$ cat src/common/cop_consts.svh
/*
 Constants for the coprocessor channel port: request-type codes, option width,
 trap cause codes and status bit positions. Assumes inclusion by bare name.
*/
`ifndef COP_CONSTS_SVH
`define COP_CONSTS_SVH
`define REQ_STORE 2'h2
`define REQ_STORE_START 2'h3
`define REQ_LOAD 2'h2
`define REQ_LOAD_NOERR 2'h3
`define OPT_W 3
`define TRAP_NONE 2'h0
`define TRAP_NOT_PRESENT 2'h1
`define TRAP_COP_EXCEPTION 2'h2
`define STAT_BUSY 0
`define STAT_MASK_INT 1
`define STAT_MASK_ALL 2
`define STAT_SUPER 3
`define STAT_W 4
`define STAT_RESET 4'h8
`endif

$ cat src/common/cop_pkg.sv
/*
 Types shared by both ends of the coprocessor channel port.
 Assumes the constants header is on the include path.
*/
`include "cop_consts.svh"
package cop_pkg;
  typedef logic [1:0] trap_t; // Trap cause code
  typedef logic [`STAT_W-1:0] status_t; // Processor status word
endpackage : cop_pkg

$ cat src/common/cop_channel_if.sv
/*
 Channel wires between the processor end and the coprocessor end.
 Assumes both ends share core_clk; active-low strobes as on the channel.
*/
`timescale 1ns/1ps
interface cop_channel_if;
  logic [31:0] addr_bus; // Address bus, carries operand A on stores
  logic [31:0] data_bus_out; // Processor-driven data
  logic [31:0] data_bus_in; // Coprocessor-driven data
  logic read_not_write; // 1 load, 0 store
  logic helper_select; // High only for coprocessor transfers
  logic request_qualifier; // Start / suppress-errors qualifier
  logic data_request_n; // Request strobe
  logic bus_invalid_n; // Low when the address bus is not valid
  logic [2:0] transfer_kind_lines; // Option field
  logic supervisor_not_user; // 1 supervisor, 0 user
  logic helper_accept_n; // Coprocessor can take transfers
  logic data_ready_n; // Load data valid
  logic data_error_n; // Coprocessor exception
  modport proc
  (
    output addr_bus, data_bus_out, read_not_write, helper_select, request_qualifier,
    output data_request_n, bus_invalid_n, transfer_kind_lines, supervisor_not_user,
    input data_bus_in, helper_accept_n, data_ready_n, data_error_n
  );
  modport cop
  (
    input addr_bus, data_bus_out, read_not_write, helper_select, request_qualifier,
    input data_request_n, bus_invalid_n, transfer_kind_lines, supervisor_not_user,
    output data_bus_in, helper_accept_n, data_ready_n, data_error_n
  );
endinterface : cop_channel_if

$ cat src/verilog/cop_proc_end.sv
/*
 Processor end of the coprocessor channel: issues coprocessor loads and
 stores, keeps the busy flag and mask bits, reports traps.
 Assumes instructions arrive on a valid/ready port and the trap handler
 acknowledges traps by the next instruction.
*/
// Behaviour
// - Absent unit makes transfers trap instead.
// - Keep channel registers holding the trapped transfer; an error on a non-last burst beat still steps the address.
// - Set-active store sets busy; load clears.
// - Copy busy flag into old status on traps.
// - Only supervisor may change mask bits.
// - Stores drive both buses in one cycle.
// - Loads move one word on data bus.
// - Select high; qualifier encodes start or suppress.
// - Select low whenever address bus idle.
// - Coprocessor decodes from select and invalid only.
// - Coprocessor holds accept off when busy.
// - Accept completes stores; data-ready completes loads.
// - Other devices ignore addresses while select high.
// - Option field driven on option lines.
// - Stores use write, loads read protocol.
// - Loads still drive address from instruction.
// - Data error raises coprocessor exception trap.
// - Bursts carry one word per beat, address increments.
// - Coprocessor drops accept during its operation.
// - No store completes while accept inactive.
// - Coprocessor skips error when suppressing.
// - Coprocessor should hold accept steadily.
// - Qualifier from instruction; user bit forces user.
`timescale 1ns/1ps
`include "cop_consts.svh"
module cop_proc_end
  import cop_pkg::*;
(
  input wire logic core_clk,
  input wire logic rst_n,
  cop_channel_if.proc ch,
  input wire logic unit_present_bit,
  input wire logic ins_valid,
  output logic ins_ready,
  input wire logic ins_load,
  input wire logic [31:0] ins_op_a,
  input wire logic [31:0] ins_op_b,
  input wire logic [3:0] ins_count,
  input wire logic transfer_qualifier_bit,
  input wire logic set_active_bit,
  input wire logic user_emulation_bit,
  input wire logic [`OPT_W-1:0] ins_option,
  input wire logic status_wr,
  input wire logic [`STAT_W-1:0] status_wdata,
  output logic [`STAT_W-1:0] status,
  output logic [`STAT_W-1:0] old_status,
  output logic [1:0] trap_cause,
  output logic trap_pulse,
  output logic [31:0] load_data,
  output logic load_valid,
  output logic [31:0] chan_addr,
  output logic [31:0] chan_data,
  output logic [9:0] chan_ctrl
);
  typedef enum {IDLE, XFER} state_e;
  state_e state_r;
  status_t status_r;
  status_t old_status_r;
  trap_t trap_r;
  logic trap_pulse_r;
  logic [31:0] addr_r; // Channel address register
  logic [31:0] data_r; // Channel data register
  logic [9:0] ctrl_r; // Channel control register
  logic [3:0] beats_r; // Remaining burst beats minus one
  logic load_r;
  logic qual_r;
  logic user_r;
  logic [`OPT_W-1:0] opt_r;
  logic [31:0] load_data_r;
  logic load_valid_r;

  // Decode of a new instruction and completion of the current beat
  wire take = (state_r == IDLE) && ins_valid;
  wire absent = take && !unit_present_bit;
  wire issue = take && unit_present_bit;
  wire store_done = (state_r == XFER) && !load_r && !ch.helper_accept_n;
  wire load_done = (state_r == XFER) && load_r && !ch.data_ready_n;
  wire beat_done = store_done || load_done;
  wire err_hit = beat_done && !ch.data_error_n;
  wire last_beat = beat_done && (beats_r == 4'h0);
  wire is_super = status_r[`STAT_SUPER];
  wire take_trap = absent || err_hit;
  wire [9:0] ctrl_nxt = {ins_count, ins_load, transfer_qualifier_bit, set_active_bit,
    ins_option};

  assign ins_ready = (state_r == IDLE);
  // Channel outputs; select defaults low when idle
  assign ch.helper_select = (state_r == XFER);
  assign ch.request_qualifier = qual_r;
  assign ch.read_not_write = load_r;
  assign ch.data_request_n = (state_r != XFER);
  assign ch.bus_invalid_n = (state_r == XFER);
  assign ch.addr_bus = addr_r;
  assign ch.data_bus_out = data_r;
  assign ch.transfer_kind_lines = opt_r;
  assign ch.supervisor_not_user = is_super && !user_r;
  assign status = status_r;
  assign old_status = old_status_r;
  assign trap_cause = trap_r;
  assign trap_pulse = trap_pulse_r;
  assign load_data = load_data_r;
  assign load_valid = load_valid_r;
  assign chan_addr = addr_r;
  assign chan_data = data_r;
  assign chan_ctrl = ctrl_r;

  // Transfer sequencer; stores use the write protocol, loads the read protocol
  always_ff @(posedge core_clk or negedge rst_n)
  begin
    if (!rst_n)
    begin
      state_r <= IDLE;
      beats_r <= 4'h0;
    end
    else
    begin
      case (state_r)
        IDLE:
        begin
          if (issue)
          begin
            state_r <= XFER;
            beats_r <= ins_count;
          end
        end
        XFER:
        begin
          // An error ends the burst at once; after a non-last beat the handler sees the next beat's address
          if (last_beat || err_hit)
            state_r <= IDLE;
          else if (beat_done)
            beats_r <= beats_r - 4'h1;
        end
        default: state_r <= IDLE;
      endcase
    end
  end

  // Channel registers; loaded on every take so a trap leaves them in place, except the address after an error on a non-last burst beat
  always_ff @(posedge core_clk or negedge rst_n)
  begin
    if (!rst_n)
    begin
      addr_r <= 32'h0;
      data_r <= 32'h0;
      ctrl_r <= 10'h0;
      load_r <= 1'b0;
      qual_r <= 1'b0;
      user_r <= 1'b0;
      opt_r <= '0;
    end
    else if (take)
    begin
      addr_r <= ins_load ? ins_op_b : ins_op_a;
      data_r <= ins_load ? 32'h0 : ins_op_b;
      ctrl_r <= ctrl_nxt;
      load_r <= ins_load;
      qual_r <= transfer_qualifier_bit;
      user_r <= user_emulation_bit;
      opt_r <= ins_option;
    end
    else if (beat_done && !last_beat)
    begin
      // Burst: address increments by one word, one word per beat
      addr_r <= addr_r + 32'h4;
    end
  end

  // Load capture, one word per beat from the data bus
  always_ff @(posedge core_clk or negedge rst_n)
  begin
    if (!rst_n)
    begin
      load_data_r <= 32'h0;
      load_valid_r <= 1'b0;
    end
    else
    begin
      load_valid_r <= load_done;
      if (load_done)
        load_data_r <= ch.data_bus_in;
    end
  end

  // Status word: busy flag, masks, old status on trap
  always_ff @(posedge core_clk or negedge rst_n)
  begin
    if (!rst_n)
    begin
      status_r <= `STAT_RESET;
      old_status_r <= `STAT_RESET;
      trap_r <= `TRAP_NONE;
      trap_pulse_r <= 1'b0;
    end
    else
    begin
      trap_pulse_r <= take_trap;
      if (take_trap)
      begin
        old_status_r <= status_r;
        trap_r <= absent ? `TRAP_NOT_PRESENT : `TRAP_COP_EXCEPTION;
        status_r[`STAT_SUPER] <= 1'b1;
      end
      else if (status_wr && is_super)
      begin
        // User code cannot change the masks; writes are dropped
        status_r[`STAT_MASK_INT] <= status_wdata[`STAT_MASK_INT];
        status_r[`STAT_MASK_ALL] <= status_wdata[`STAT_MASK_ALL];
        status_r[`STAT_SUPER] <= status_wdata[`STAT_SUPER];
      end
      // Busy flag changes when the transfer is issued, never on absent trap
      if (issue && set_active_bit)
        status_r[`STAT_BUSY] <= !ins_load;
    end
  end
endmodule : cop_proc_end

$ cat src/flat_wrapper.sv
// flat-port wrapper written by rule: the top's interface ports become plain ports
module cop_proc_end_flat import cop_pkg::*;
  (core_clk, rst_n, unit_present_bit, ins_valid, ins_ready, ins_load, ins_op_a, ins_op_b, ins_count, transfer_qualifier_bit, set_active_bit, user_emulation_bit, ins_option, status_wr, status_wdata, status, old_status, trap_cause, trap_pulse, load_data, load_valid, chan_addr, chan_data, chan_ctrl, ch_addr_bus, ch_data_bus_out, ch_read_not_write, ch_helper_select, ch_request_qualifier, ch_data_request_n, ch_bus_invalid_n, ch_transfer_kind_lines, ch_supervisor_not_user, ch_data_bus_in, ch_helper_accept_n, ch_data_ready_n, ch_data_error_n);
  cop_channel_if ch_i ();
  input wire logic core_clk;
  input wire logic rst_n;
  input wire logic unit_present_bit;
  input wire logic ins_valid;
  output logic ins_ready;
  input wire logic ins_load;
  input wire logic [31:0] ins_op_a;
  input wire logic [31:0] ins_op_b;
  input wire logic [3:0] ins_count;
  input wire logic transfer_qualifier_bit;
  input wire logic set_active_bit;
  input wire logic user_emulation_bit;
  input wire logic [`OPT_W-1:0] ins_option;
  input wire logic status_wr;
  input wire logic [`STAT_W-1:0] status_wdata;
  output logic [`STAT_W-1:0] status;
  output logic [`STAT_W-1:0] old_status;
  output logic [1:0] trap_cause;
  output logic trap_pulse;
  output logic [31:0] load_data;
  output logic load_valid;
  output logic [31:0] chan_addr;
  output logic [31:0] chan_data;
  output logic [9:0] chan_ctrl;
  output wire logic [$bits(ch_i.addr_bus)-1:0] ch_addr_bus;
  output wire logic [$bits(ch_i.data_bus_out)-1:0] ch_data_bus_out;
  output wire logic [$bits(ch_i.read_not_write)-1:0] ch_read_not_write;
  output wire logic [$bits(ch_i.helper_select)-1:0] ch_helper_select;
  output wire logic [$bits(ch_i.request_qualifier)-1:0] ch_request_qualifier;
  output wire logic [$bits(ch_i.data_request_n)-1:0] ch_data_request_n;
  output wire logic [$bits(ch_i.bus_invalid_n)-1:0] ch_bus_invalid_n;
  output wire logic [$bits(ch_i.transfer_kind_lines)-1:0] ch_transfer_kind_lines;
  output wire logic [$bits(ch_i.supervisor_not_user)-1:0] ch_supervisor_not_user;
  input wire logic [$bits(ch_i.data_bus_in)-1:0] ch_data_bus_in;
  input wire logic [$bits(ch_i.helper_accept_n)-1:0] ch_helper_accept_n;
  input wire logic [$bits(ch_i.data_ready_n)-1:0] ch_data_ready_n;
  input wire logic [$bits(ch_i.data_error_n)-1:0] ch_data_error_n;
  assign ch_addr_bus = ch_i.addr_bus;
  assign ch_data_bus_out = ch_i.data_bus_out;
  assign ch_read_not_write = ch_i.read_not_write;
  assign ch_helper_select = ch_i.helper_select;
  assign ch_request_qualifier = ch_i.request_qualifier;
  assign ch_data_request_n = ch_i.data_request_n;
  assign ch_bus_invalid_n = ch_i.bus_invalid_n;
  assign ch_transfer_kind_lines = ch_i.transfer_kind_lines;
  assign ch_supervisor_not_user = ch_i.supervisor_not_user;
  assign ch_i.data_bus_in = ch_data_bus_in;
  assign ch_i.helper_accept_n = ch_helper_accept_n;
  assign ch_i.data_ready_n = ch_data_ready_n;
  assign ch_i.data_error_n = ch_data_error_n;
  cop_proc_end u_core (.core_clk(core_clk), .rst_n(rst_n), .ch(ch_i), .unit_present_bit(unit_present_bit), .ins_valid(ins_valid), .ins_ready(ins_ready), .ins_load(ins_load), .ins_op_a(ins_op_a), .ins_op_b(ins_op_b), .ins_count(ins_count), .transfer_qualifier_bit(transfer_qualifier_bit), .set_active_bit(set_active_bit), .user_emulation_bit(user_emulation_bit), .ins_option(ins_option), .status_wr(status_wr), .status_wdata(status_wdata), .status(status), .old_status(old_status), .trap_cause(trap_cause), .trap_pulse(trap_pulse), .load_data(load_data), .load_valid(load_valid), .chan_addr(chan_addr), .chan_data(chan_data), .chan_ctrl(chan_ctrl));
endmodule
$ cat config.mk
export PLATFORM = sky130hd
export DESIGN_NAME = cop_proc_end_flat
export DESIGN_NICKNAME = d
export VERILOG_FILES = /design/src/common/cop_pkg.sv /design/src/common/cop_channel_if.sv /design/src/verilog/cop_proc_end.sv /design/src/flat_wrapper.sv
export VERILOG_INCLUDE_DIRS = /design/src /design/src/common
export SDC_FILE = /design/constraint.sdc
export NUM_CORES = 1
export LEC_CHECK = 0
export BUFFER_PORTS_ARGS = -buffer_cell sky130_fd_sc_hd__buf_2
export CORE_UTILIZATION = 30
export DETAILED_ROUTE_END_ITERATION = 16
export PLACE_DENSITY = 0.54
export SLEW_MARGIN = 20
export SYNTH_ARGS = -nofsm -noshare
export SYNTH_HDL_FRONTEND = slang
export SYNTH_SLANG_ARGS = --single-unit
$ cat constraint.sdc
create_clock -name core_clk -period 2.49 [get_ports core_clk]
set_input_delay 0 -clock core_clk [delete_from_list [all_inputs] [get_ports core_clk]]
set_output_delay 0 -clock core_clk [all_outputs]
set_load 0.01 [all_outputs]
==> key figures, run 1 <==
Layout
  • Most common cell after layout, fill and taps aside: buf_2
  • Antenna cell count: 0
  • Area growth from synthesis to layout: 43.8%
  • Most frequent cells in the layout: buf_2, nand2_1, dfrtp_1
  • Layout cells sized above 1: 35.3%
  • Final nets: 1186
  • Finished Core Util: 43.9%

Critical path
  • Critical Path Start Type: flip-flop
  • Slowest CP cell: or4_1
  • Worst path required time: 2.83 ns
  • RR Startpoint: u_core.chan_ctrl[5]
  • Crit-path cells: mux2i_2 -> nand4_1 -> or4_1 -> a31oi_1
  • Critical Path AT: 2.65 ns
  • Critical path class: reg -> reg
  • WP buf/inv: 0
  • Worst path max stage delay: 0.62 ns
  • Crit path capture type: flip-flop
  • CP delay by family, top: simple AND/OR/NAND/NOR gates
  • Critical path fanouts, max: 12
  • CP startpoint: u_core.chan_ctrl[5]

STA
  • Post-layout min period: 2.31 ns
  • RSZ-0062 raised after global routing: no
  • Final setup vio count: 0
  • Measured slew at the worst slew-check pin: 0.560 ns
  • Layout Skew: 0.00854 ns
  • Hold Slack: 0.00430 ns
  • Final Cycle Share: 92.7%
  • Final slew viol count: 0
  • Fmax: 433 MHz
  • Final WS setup: 0.181 ns
  • Final hold viol count: 0
  • Setup Total Neg Slack: 0 ns
  • Rel. slew slack: 62.7%

Route
  • DR WL/cell: 15.7 µm
  • Residual DRC count: 0
  • Via count: 6417
  • Detailed Route Iter0 Violations: 369
  • WL final: 21.3 mm
  • Drt pass-1 iters: 4
  • Post-DR vias/cell: 4.73
  • Final ANT Viol Nets: 0

Global route
  • Total GRT Usage: 18.1%
  • Vias in the first global route: 5749
  • Grt ovf: 0
  • Initial antenna violation count: 0
  • Largest net degree at the start of global routing: 63
  • First-pass GRT wire length: 31.2 mm

Floorplan
  • Core area: 21800 µm²
  • Die width: 151 µm
  • Chip height: 151 µm
  • Row count: 54
  • Die Area: 22800 µm²
  • Initial Util: 30.5%
  • I/O pins: 311

Synthesis
  • Post-synthesis register bit count: 124
  • Synth Instances: 738
  • Synth Flop Type: dfrtp_1
  • Synth Cell Area: 6660 µm²
  • Sequential area share after synthesis: 46.6%
  • Yosys cell types: 55
  • Synth async-reset ratio: 100%
  • Net count after synthesis: 859
  • Synth warn: 0
  • Number of synthesized flops with an enable pin: 0
  • Syn_area_per_cell: 9.03 µm²

Power and ir drop
  • Peak VDD IR: 0.405 mV
  • Lkg Pwr: 4.76 nW
  • PwrDens: 1150 nW/µm²

Status
  • Status: finished clean

Clock tree
  • # H-tree levels: 4
  • Post-CTS Setup Repair Bufs: 0
  • Sink Count: 124
  • Clk buf depth: 2
  • Clock Tree Root: clkbuf_16
  • Clk_lat worst skew: 0.42 ns
  • Total CTS buffers: 17
  • Clk pin slew, worst setup/hold paths: 0.06 ns
  • CTS tree: done

Place
  • DP HPWL: 14.8 mm
  • Port Buffer Count: 309
  • DP Worst Slack: 0.238 ns
  • Gp weighted congestion: 0.753

Job
  • Max_cap viols: 0

Worst hold path
  • Hold_sp: ins_op_a[4]
  • Hold Crit Class: in -> reg
-- report_power, final --
group	internal [mW]	switching (mW)
combinational	1.93	2.60
clock	1.59	1.01
sequential	2.90	0.981
-- timing repair --
action / 4_1_cts / 5_1_grt
hold buffers: 97 / 0
resized for setup: 0 / 0
hold endpoints to repair: 171 / 0
-- cells in the mapped netlist, types with 3 or more instances --
| library cell | instances | area [µm²] |
|---|---|---|
| mux2_2 | 7 | 78.8 |
| clkbuf_1 | 26 | 97.6 |
| nor3_1 | 3 | 15.0 |
| or4_1 | 22 | 165 |
| and4_1 | 3 | 26.3 |
| buf_4 | 73 | 548 |
| mux2i_1 | 6 | 60.1 |
| o211ai_1 | 4 | 30.0 |
| buf_1 | 8 | 30.0 |
| o31ai_1 | 19 | 143 |
| nor2b_1 | 29 | 181 |
| buf_6 | 3 | 33.8 |
| buf_2 | 4 | 20.0 |
| a21oi_1 | 6 | 30.0 |
| nand4_1 | 17 | 106 |
| o21ai_0 | 13 | 65.1 |
| nand3_1 | 16 | 80.1 |
| a31oi_1 | 23 | 144 |
| dfrtp_1 | 122 | 3050 |
| inv_1 | 7 | 26.3 |
| and3_1 | 4 | 25.0 |
| nand3b_1 | 33 | 248 |
| a211oi_1 | 27 | 203 |
| nor2_1 | 3 | 11.3 |
| nor4_1 | 4 | 25.0 |
| or3_1 | 4 | 25.0 |
| nand2_1 | 215 | 807 |
-- path summary, 6_finish.rpt --
check,slack (ns),endpoint,cells after the start
worst min register to register,0.46,u_core.load_data[26],2
max in group asynchronous,1.62,u_core.old_status[3],3
worst max register to register,0.18,u_core.ch.addr_bus[15],4
worst min-delay path,0.004,u_core.ch.addr_bus[4],4
worst max-delay path,0.18,u_core.ch.addr_bus[15],4
min in group asynchronous,0.12,u_core.ch.data_bus_out[7],2
-- logic make-up after synthesis --
kind of cell	Yosys count	synth area share [%]
AOI/OAI and AO/OA	104	10.9
muxes	14	2.29
xor gates and xnor gates	3	0.395
and+or+nand+nor	367	27.6
adders and majority gates	2	0.376
DFF	124	46.6
buffers and inverters	124	11.8
-- sequential cells by signal, indices dropped and copies added (netlist names), 2 cells and up --
register	cells
u_core.ch.data_bus_out	32
u_core.beats_r	4
u_core.ch.transfer_kind_lines	2
u_core.trap_cause	2
u_core.ch.addr_bus	32
u_core.load_data	32
u_core.chan_ctrl	8
u_core.status	4
u_core.old_status	4
-- metrics by stage --
| step | power [mW] | instances | area [µm²] |
|---|---|---|---|
| after floorplan | 6.79 | 738 | 6660 |
| after global placement | 8.27 | 1229 | 8000 |
| after detailed placement | 8.34 | 1229 | 8000 |
| after CTS | 11.1 | 1358 | 9580 |
| after global routing | 11.8 | 1358 | 9580 |
| final | 11.0 | 1358 | 9580 |
-- layout make-up --
cell class / instances / area (µm²)
Tap cell: 280 / 350
Inverter: 7 / 26.3
Sequential cell: 124 / 3110
Clock buffer: 17 / 425
Clock inverter: 15 / 185
Timing Repair Buffer: 425 / 2700
Multi-Input combinational cell: 490 / 2780
Fill cell: 2137 / 12200
-- layer usage --
| layer | GRT usage, % | up-vias | wire length (µm) |
|---|---|---|---|
| met5 | 0 | - | 0 |
| met4 | 6.50 | 0 | 346 |
| met3 | 3.80 | 21 | 974 |
| met2 | 29.2 | 199 | 10200 |
| met1 | 24.0 | 3031 | 9760 |
| li1 | - | 3166 | - |
-- worst register-to-register path: stages (launching register included) --
cell and delay, ns:
dfrtp_1 0.46, mux2i_2 0.48, nand4_1 0.51, or4_1 0.63, a31oi_1 0.17
(Power assumes the default switching activity.)
==> run 2: changes to the inputs <==
==> constraint.sdc (replaced) <==
create_clock -name core_clk -period 2.49 [get_ports core_clk]
set_input_delay 0.1245 -clock core_clk [delete_from_list [all_inputs] [get_ports core_clk]]
set_output_delay 0.1245 -clock core_clk [all_outputs]
set_load 0.01 [all_outputs]
==> run 2 against run 1 <==
  * Clock skew is 0.0023 ns higher
  * Maximum frequency is 1.5% higher
  * Routed wire length is 0.65% higher
  * Global-route usage is 0.23 points higher
  * Hold slack better by 0.048 ns
  * Combinational power hardly changed
  * Cell count is 0.81% lower
  * Critical path type unchanged
  * Total power is 1.2% lower
  * Via count is 0.22% lower
==> key figures, run 2 (synthesized netlist as in run 1, its figures left out) <==
Clock tree
  • Clk_lat worst skew: 0.42 ns (about the same)
  • Clk pin slew, worst setup/hold paths: 0.06 ns (about the same)
  • CTS tree: done
  • Post-CTS Setup Repair Bufs: 0 (unchanged)
  • Clk buf depth: 2 (unchanged)
  • # H-tree levels: 4 (unchanged)
  • Sink Count: 124 (unchanged)
  • Clock Tree Root: clkbuf_16
  • Total CTS buffers: 17 (unchanged)
  • Post_cts resized: 0 (unchanged)

Layout
  • Fill cell count: 2173 (+1.7%)
  • Final nets: 1173 (-1.1%)
  • Final Cell Area: 9420 µm² (-1.6%)
  • Most common cell after layout, fill and taps aside: buf_2
  • Most frequent cells in the layout: buf_2, nand2_1, dfrtp_1
  • Area growth from synthesis to layout: 41.5%
  • Finished Core Util: 43.2% (-0.72 points)
  • Layout cells sized above 1: 35.9% (+0.53 points)

Route
  • DR WL/cell: 15.9 µm (+1.5%)
  • Post-DR vias/cell: 4.75 (+0.60%)
  • Detailed Route Iter0 Violations: 329 (-11%)
  • Via count: 6403 (-0.22%)
  • Residual DRC count: 0 (unchanged)
  • WL final: 21.4 mm (+0.65%)
  • Drt pass-1 iters: 5 (+1)
  • Final ANT Viol Nets: 0 (unchanged)

Status
  • Status: finished clean

STA
  • Final Cycle Share: 91.3% (-1.4 points)
  • Layout Skew: 0.0109 ns (+0.00232 ns)
  • Fmax: 440 MHz (+1.5%)
  • RSZ-0062 raised after global routing: no
  • Final slew viol count: 0 (unchanged)
  • Final hold viol count: 0 (unchanged)
  • Final setup vio count: 0 (unchanged)
  • Final WS setup: 0.215 ns (+0.0341 ns)
  • Post-layout min period: 2.27 ns (-0.0341 ns)
  • Measured slew at the worst slew-check pin: 0.607 ns (+0.0468 ns)
  • Setup Total Neg Slack: 0 ns (unchanged)
  • Hold Slack: 0.0523 ns (+0.0480 ns)
  • Rel. slew slack: 59.6% (-3.1 points)

Floorplan
  • I/O pins: 311 (unchanged)
  • Die Area: 22800 µm² (unchanged)
  • Chip height: 151 µm (unchanged)
  • Initial Util: 30.5% (unchanged)
  • Core area: 21800 µm² (unchanged)
  • Die width: 151 µm (unchanged)
  • Row count: 54 (unchanged)

Global route
  • Vias in the first global route: 5661 (-1.5%)
  • Grt ovf: 0 (unchanged)
  • Largest net degree at the start of global routing: 61 (-3.2%)
  • Initial antenna violation count: 0 (unchanged)
  • First-pass GRT wire length: 31.2 mm (about the same)
  • Total GRT Usage: 18.4% (+0.23 points)

Critical path
  • Slowest CP cell: or4_1
  • Crit-path cells: inv_1 -> ha_1 -> or3b_1 -> nand4_1 -> or4_1 -> a31oi_1
  • Worst path required time: 2.83 ns (about the same)
  • CP startpoint: u_core.beats_r[0]
  • Critical Path Start Type: flip-flop
  • Critical path class: reg -> reg
  • Critical path fanouts, max: 12 (unchanged)
  • RR Startpoint: u_core.beats_r[0]
  • Worst path max stage delay: 0.61 ns (about the same)
  • Crit path capture type: flip-flop
  • Critical Path AT: 2.61 ns (-0.04 ns)

Power and ir drop
  • Net Sw Frac: 41.8% (+0.17 points)
  • Net Sw Power: 4.55 mW (-0.78%)
  • Share of power burned in registers: 35.6% (+0.3 points)
  • PwrDens: 1150 nW/µm² (+0.45%)
  • Lkg Pwr: 4.70 nW (-1.4%)
  • Combinational group share of total power: 41.5% (+0.4 points)
  • Power Internal: 6.33 mW (-1.5%)
  • Peak VDD IR: 0.397 mV (-2.0%)
  • Clock share of power: 22.9% (-0.7 points)

Place
  • DP Worst Slack: 0.232 ns (-0.00551 ns)
  • Port Buffer Count: 309 (unchanged)
  • DP HPWL: 14.9 mm (+0.65%)
  • Gp weighted congestion: 0.767 (+1.9%)
  • Area of placed instances: 8010 µm² (+0.19%)

Job
  • Max_cap viols: 0 (unchanged)

Worst hold path
  • Hold_sp: ins_op_a[6]
  • Hold Crit Class: in -> reg
-- run 2: cell types whose count changed in the layout (fill, tap and decap cells not counted), sizes merged --
cell / previous run / this run
diode: 0 / 2
clkbuf: 17 / 19
inv: 12 / 9
clkinvlp: 2 / 3
dlygate4sd3: 97 / 82
buf: 328 / 330
clkinv: 5 / 6
bufinv: 3 / 2
-- run 2: area by class of cell --
type	count	area [µm²]	area share, %
flip-flops and latches	124	3110	33.0
multi-input cells	490	2780	29.5
repair buffers	412	2570	27.3
clock buffers	19	443	4.70
well taps	280	350	3.72
clock inverters	13	141	1.50
inverters	7	26.3	0.279
diodes	2	5.00	0.0531
-- run 2: what timing repair did --
action,CTS,global route
hold endpoints to repair,115,0
endpoints found under the setup margin,0,0
hold buffers,82,0
-- run 2: routing by layer --
layer	global-route usage, %	vias up	wire [µm]
li1	-	3147	-
met1	24.0	3043	9720
met2	29.7	196	10500
met3	3.89	17	961
met4	6.90	0	281
met5	0	-	0
-- run 2: per-stage QoR --
| step | power (mW) | cells |
|---|---|---|
| final | 10.9 | 1347 |
| after detailed placement | 8.35 | 1231 |
| after global placement | 8.30 | 1231 |
| after CTS | 11.0 | 1345 |
| after global routing | 11.7 | 1345 |
| after floorplan | 6.79 | 738 |
-- run 2: critical path: cells and delay by family (launching register included) --
family	cells	cell delay, ns
and+or+nand+nor	3	1.36
DFF	1	0.39
adders and majority gates	1	0.23
AOI/OAI and AO/OA	1	0.17
buffers and inverters	1	0.06
-- run 2: power groups by stage --
stage / logic [mW] / clock network (mW) / registers, mW
floorplan: 2.73 / 0 / 4.06
global placement: 4.42 / 0 / 3.88
detailed placement: 4.46 / 0 / 3.89
CTS: 4.57 / 2.56 / 3.87
global route: 5.04 / 2.63 / 4.03
finish: 4.52 / 2.49 / 3.87
-- run 2: final timing paths --
| kind | to | slack (ns) | cells past startpoint |
|---|---|---|---|
| setup / recovery | u_core.ch.addr_bus[13] | 0.22 | 6 |
| hold / removal | u_core.ch.addr_bus[6] | 0.05 | 3 |
| setup reg to reg | u_core.ch.addr_bus[13] | 0.22 | 6 |
| hold reg to reg | u_core.load_data[12] | 0.47 | 2 |
| max in group asynchronous | u_core.load_data[29] | 1.56 | 3 |
| min in group asynchronous | u_core.ch.data_bus_out[6] | 0.17 | 2 |
==> run 3: changes to the inputs <==
- CORE_UTILIZATION: 30 -> 47
- PLACE_DENSITY: 0.54 -> 0.79
==> run 3 against run 2 <==
  * Cell count down 7.6%
  * Core utilization up 24 points
  * Hold slack worse by 0.029 ns
  * Clock power down 8%
  * First-iteration DRC count up 39%
==> key figures, run 3 (synthesized netlist as in run 1, its figures left out) <==
Power and ir drop
  • PwrDens: 1160 nW/µm² (+0.93%)
  • Pwr Total: 10.7 mW (-1.2%)
  • Combinational group share of total power: 42.5% (+1.0 points)
  • Share of power burned in registers: 36.1% (+0.5 points)
  • Peak VDD IR: 0.631 mV (+59%)
  • Clock share of power: 21.4% (-1.5 points)
  • Lkg Pwr: 4.67 nW (-0.51%)
  • Net Sw Power: 4.57 mW (+0.47%)
  • Net Sw Frac: 42.5% (+0.69 points)
  • Power Internal: 6.18 mW (-2.3%)

Route
  • Final ANT Viol Nets: 0 (unchanged)
  • Post-DR vias/cell: 5.38 (+13%)
  • WL final: 20.9 mm (-2.5%)
  • Via count: 6697 (+4.6%)
  • DR WL/cell: 16.8 µm (+5.6%)
  • Drt pass-1 iters: 8 (+3)
  • Residual DRC count: 0 (unchanged)
  • Detailed Route Iter0 Violations: 457 (+39%)

Clock tree
  • CTS tree: done
  • Post_cts resized: 0 (unchanged)
  • Sink Count: 124 (unchanged)
  • Total CTS buffers: 17 (unchanged)
  • # H-tree levels: 4 (unchanged)
  • Clk pin slew, worst setup/hold paths: 0.06 ns (about the same)
  • Clk buf depth: 2 (unchanged)
  • Clk_lat worst skew: 0.42 ns (about the same)
  • Clock Tree Root: clkbuf_16

Floorplan
  • Die width: 121 µm (-20%)
  • Die Area: 14700 µm² (-36%)
  • I/O pins: 311 (unchanged)
  • Row count: 43 (-20%)
  • Chip height: 121 µm (-20%)
  • Core area: 13800 µm² (-37%)
  • Initial Util: 48.2% (+18 points)

Layout
  • Most common cell after layout, fill and taps aside: buf_2
  • Area of the multi-input gates: 2780 µm² (unchanged)
  • Most frequent cells in the layout: buf_2, nand2_1, dfrtp_1
  • Fill cell count: 1088 (-50%)
  • Antenna cell count: 0 (-2)
  • Layout cells sized above 1: 36.1% (+0.22 points)
  • Final nets: 1172 (-0.085%)
  • Area growth from synthesis to layout: 38.5%
  • Finished Core Util: 66.7% (+24 points)
  • FF+latch area: 3110 µm² (unchanged)

Global route
  • Total GRT Usage: 28.3% (+9.9 points)
  • Vias in the first global route: 6224 (+9.9%)
  • Layer with the highest usage: met2
  • Met3 GRT Util: 4.42% (+0.53 points)
  • Initial antenna violation count: 0 (unchanged)
  • Largest net degree at the start of global routing: 75 (+23%)
  • Met2 Resource Use GR: 50.1% (+20 points)
  • M1 GR Usage: 34.3% (+10 points)
  • First-pass GRT wire length: 31.9 mm (+2.2%)
  • Grt ovf: 0 (unchanged)

STA
  • Final setup vio count: 0 (unchanged)
  • Layout Skew: 0.00898 ns (-0.00188 ns)
  • Final WS setup: 0.230 ns (+0.0150 ns)
  • Post-layout min period: 2.26 ns (-0.0150 ns)
  • Rel. slew slack: 54.3% (-5.3 points)
  • Setup Total Neg Slack: 0 ns (unchanged)
  • RSZ-0062 raised after global routing: no
  • Final Cycle Share: 90.7% (-0.60 points)
  • Hold Slack: 0.0229 ns (-0.0294 ns)
  • Fmax: 443 MHz (+0.66%)
  • Final hold viol count: 0 (unchanged)
  • Measured slew at the worst slew-check pin: 0.686 ns (+0.0793 ns)
  • Final slew viol count: 0 (unchanged)

Critical path
  • Critical path fanouts, max: 12 (unchanged)
  • Crit path capture type: flip-flop
  • Critical Path Start Type: flip-flop
  • Critical path class: reg -> reg
  • Worst path required time: 2.82 ns (about the same)
  • Critical Path AT: 2.59 ns (-0.02 ns)

Job
  • Max_cap viols: 0 (unchanged)

Place
  • DP Worst Slack: 0.253 ns (+0.0209 ns)
  • Port Buffer Count: 309 (unchanged)
  • DP HPWL: 13.9 mm (-6.9%)
  • Gp weighted congestion: 0.795 (+3.6%)

Worst hold path
  • Hold Crit Class: in -> reg

Status
  • Status: finished clean
run 3: what timing repair did:
action | in CTS | in global routing
setup buffers | 0 | 0
endpoints found under the hold margin | 148 | 0
hold buffers | 79 | 0
run 3: critical path, cell delays in order, from the launching register on:
cell and delay (ns):
dfrtp_1 0.39, inv_1 0.06, ha_1 0.22, or3b_1 0.31
nand4_1 0.40, or4_1 0.60, a31oi_1 0.20
run 3: worst paths after layout:
path | startpoint | end | slack (ns) | depth (start not counted)
max in group asynchronous | rst_n | u_core.ch.data_bus_out[0] | 1.37 | 3
min in group asynchronous | rst_n | u_core.chan_ctrl[4] | 0.31 | 2
min reg2reg | u_core.load_data[12] | u_core.load_data[12] | 0.48 | 2
min | status_wdata[3] | u_core.status[3] | 0.02 | 3
max reg2reg | u_core.beats_r[0] | u_core.ch.addr_bus[13] | 0.23 | 6
max | u_core.beats_r[0] | u_core.ch.addr_bus[13] | 0.23 | 6
run 3: power by group through the flow:
stage                     combinational (mW)  sequential [mW]  clock (mW)
after floorplan                         2.73             4.06           0
after global placement                  4.33             3.82           0
after detailed placement                4.42             3.85           0
after CTS                               4.53             3.84        2.34
after global routing                    5.04             4.00        2.42
final                                   4.57             3.88        2.30
run 3: metrics by stage:
| step | instances | instance area [µm²] |
|---|---|---|
| finish | 1244 | 9230 |
| global route | 1244 | 9230 |
| CTS | 1244 | 9230 |
| detailed placement | 1133 | 7880 |
| global placement | 1133 | 7880 |
| floorplan | 738 | 6660 |
run 3: cell type report:
| cell class | instances | area share [%] |
|---|---|---|
| sequential | 124 | 33.6 |
| multi-input combinational | 490 | 30.2 |
| timing repair buffer | 411 | 27.4 |
| clock buffer | 21 | 5.10 |
| tap | 180 | 2.44 |
| clock inverter | 11 | 0.963 |
| inverter | 7 | 0.285 |
run 3: layer usage:
| metal | vias to the layer above | wire [µm] | share of wire (%) |
|---|---|---|---|
| met5 | - | 0 | 0 |
| met4 | 0 | 480 | 2.3 |
| met3 | 41 | 1110 | 5.3 |
| met2 | 288 | 10800 | 52 |
| met1 | 3232 | 8540 | 41 |
| li1 | 3136 | - | - |
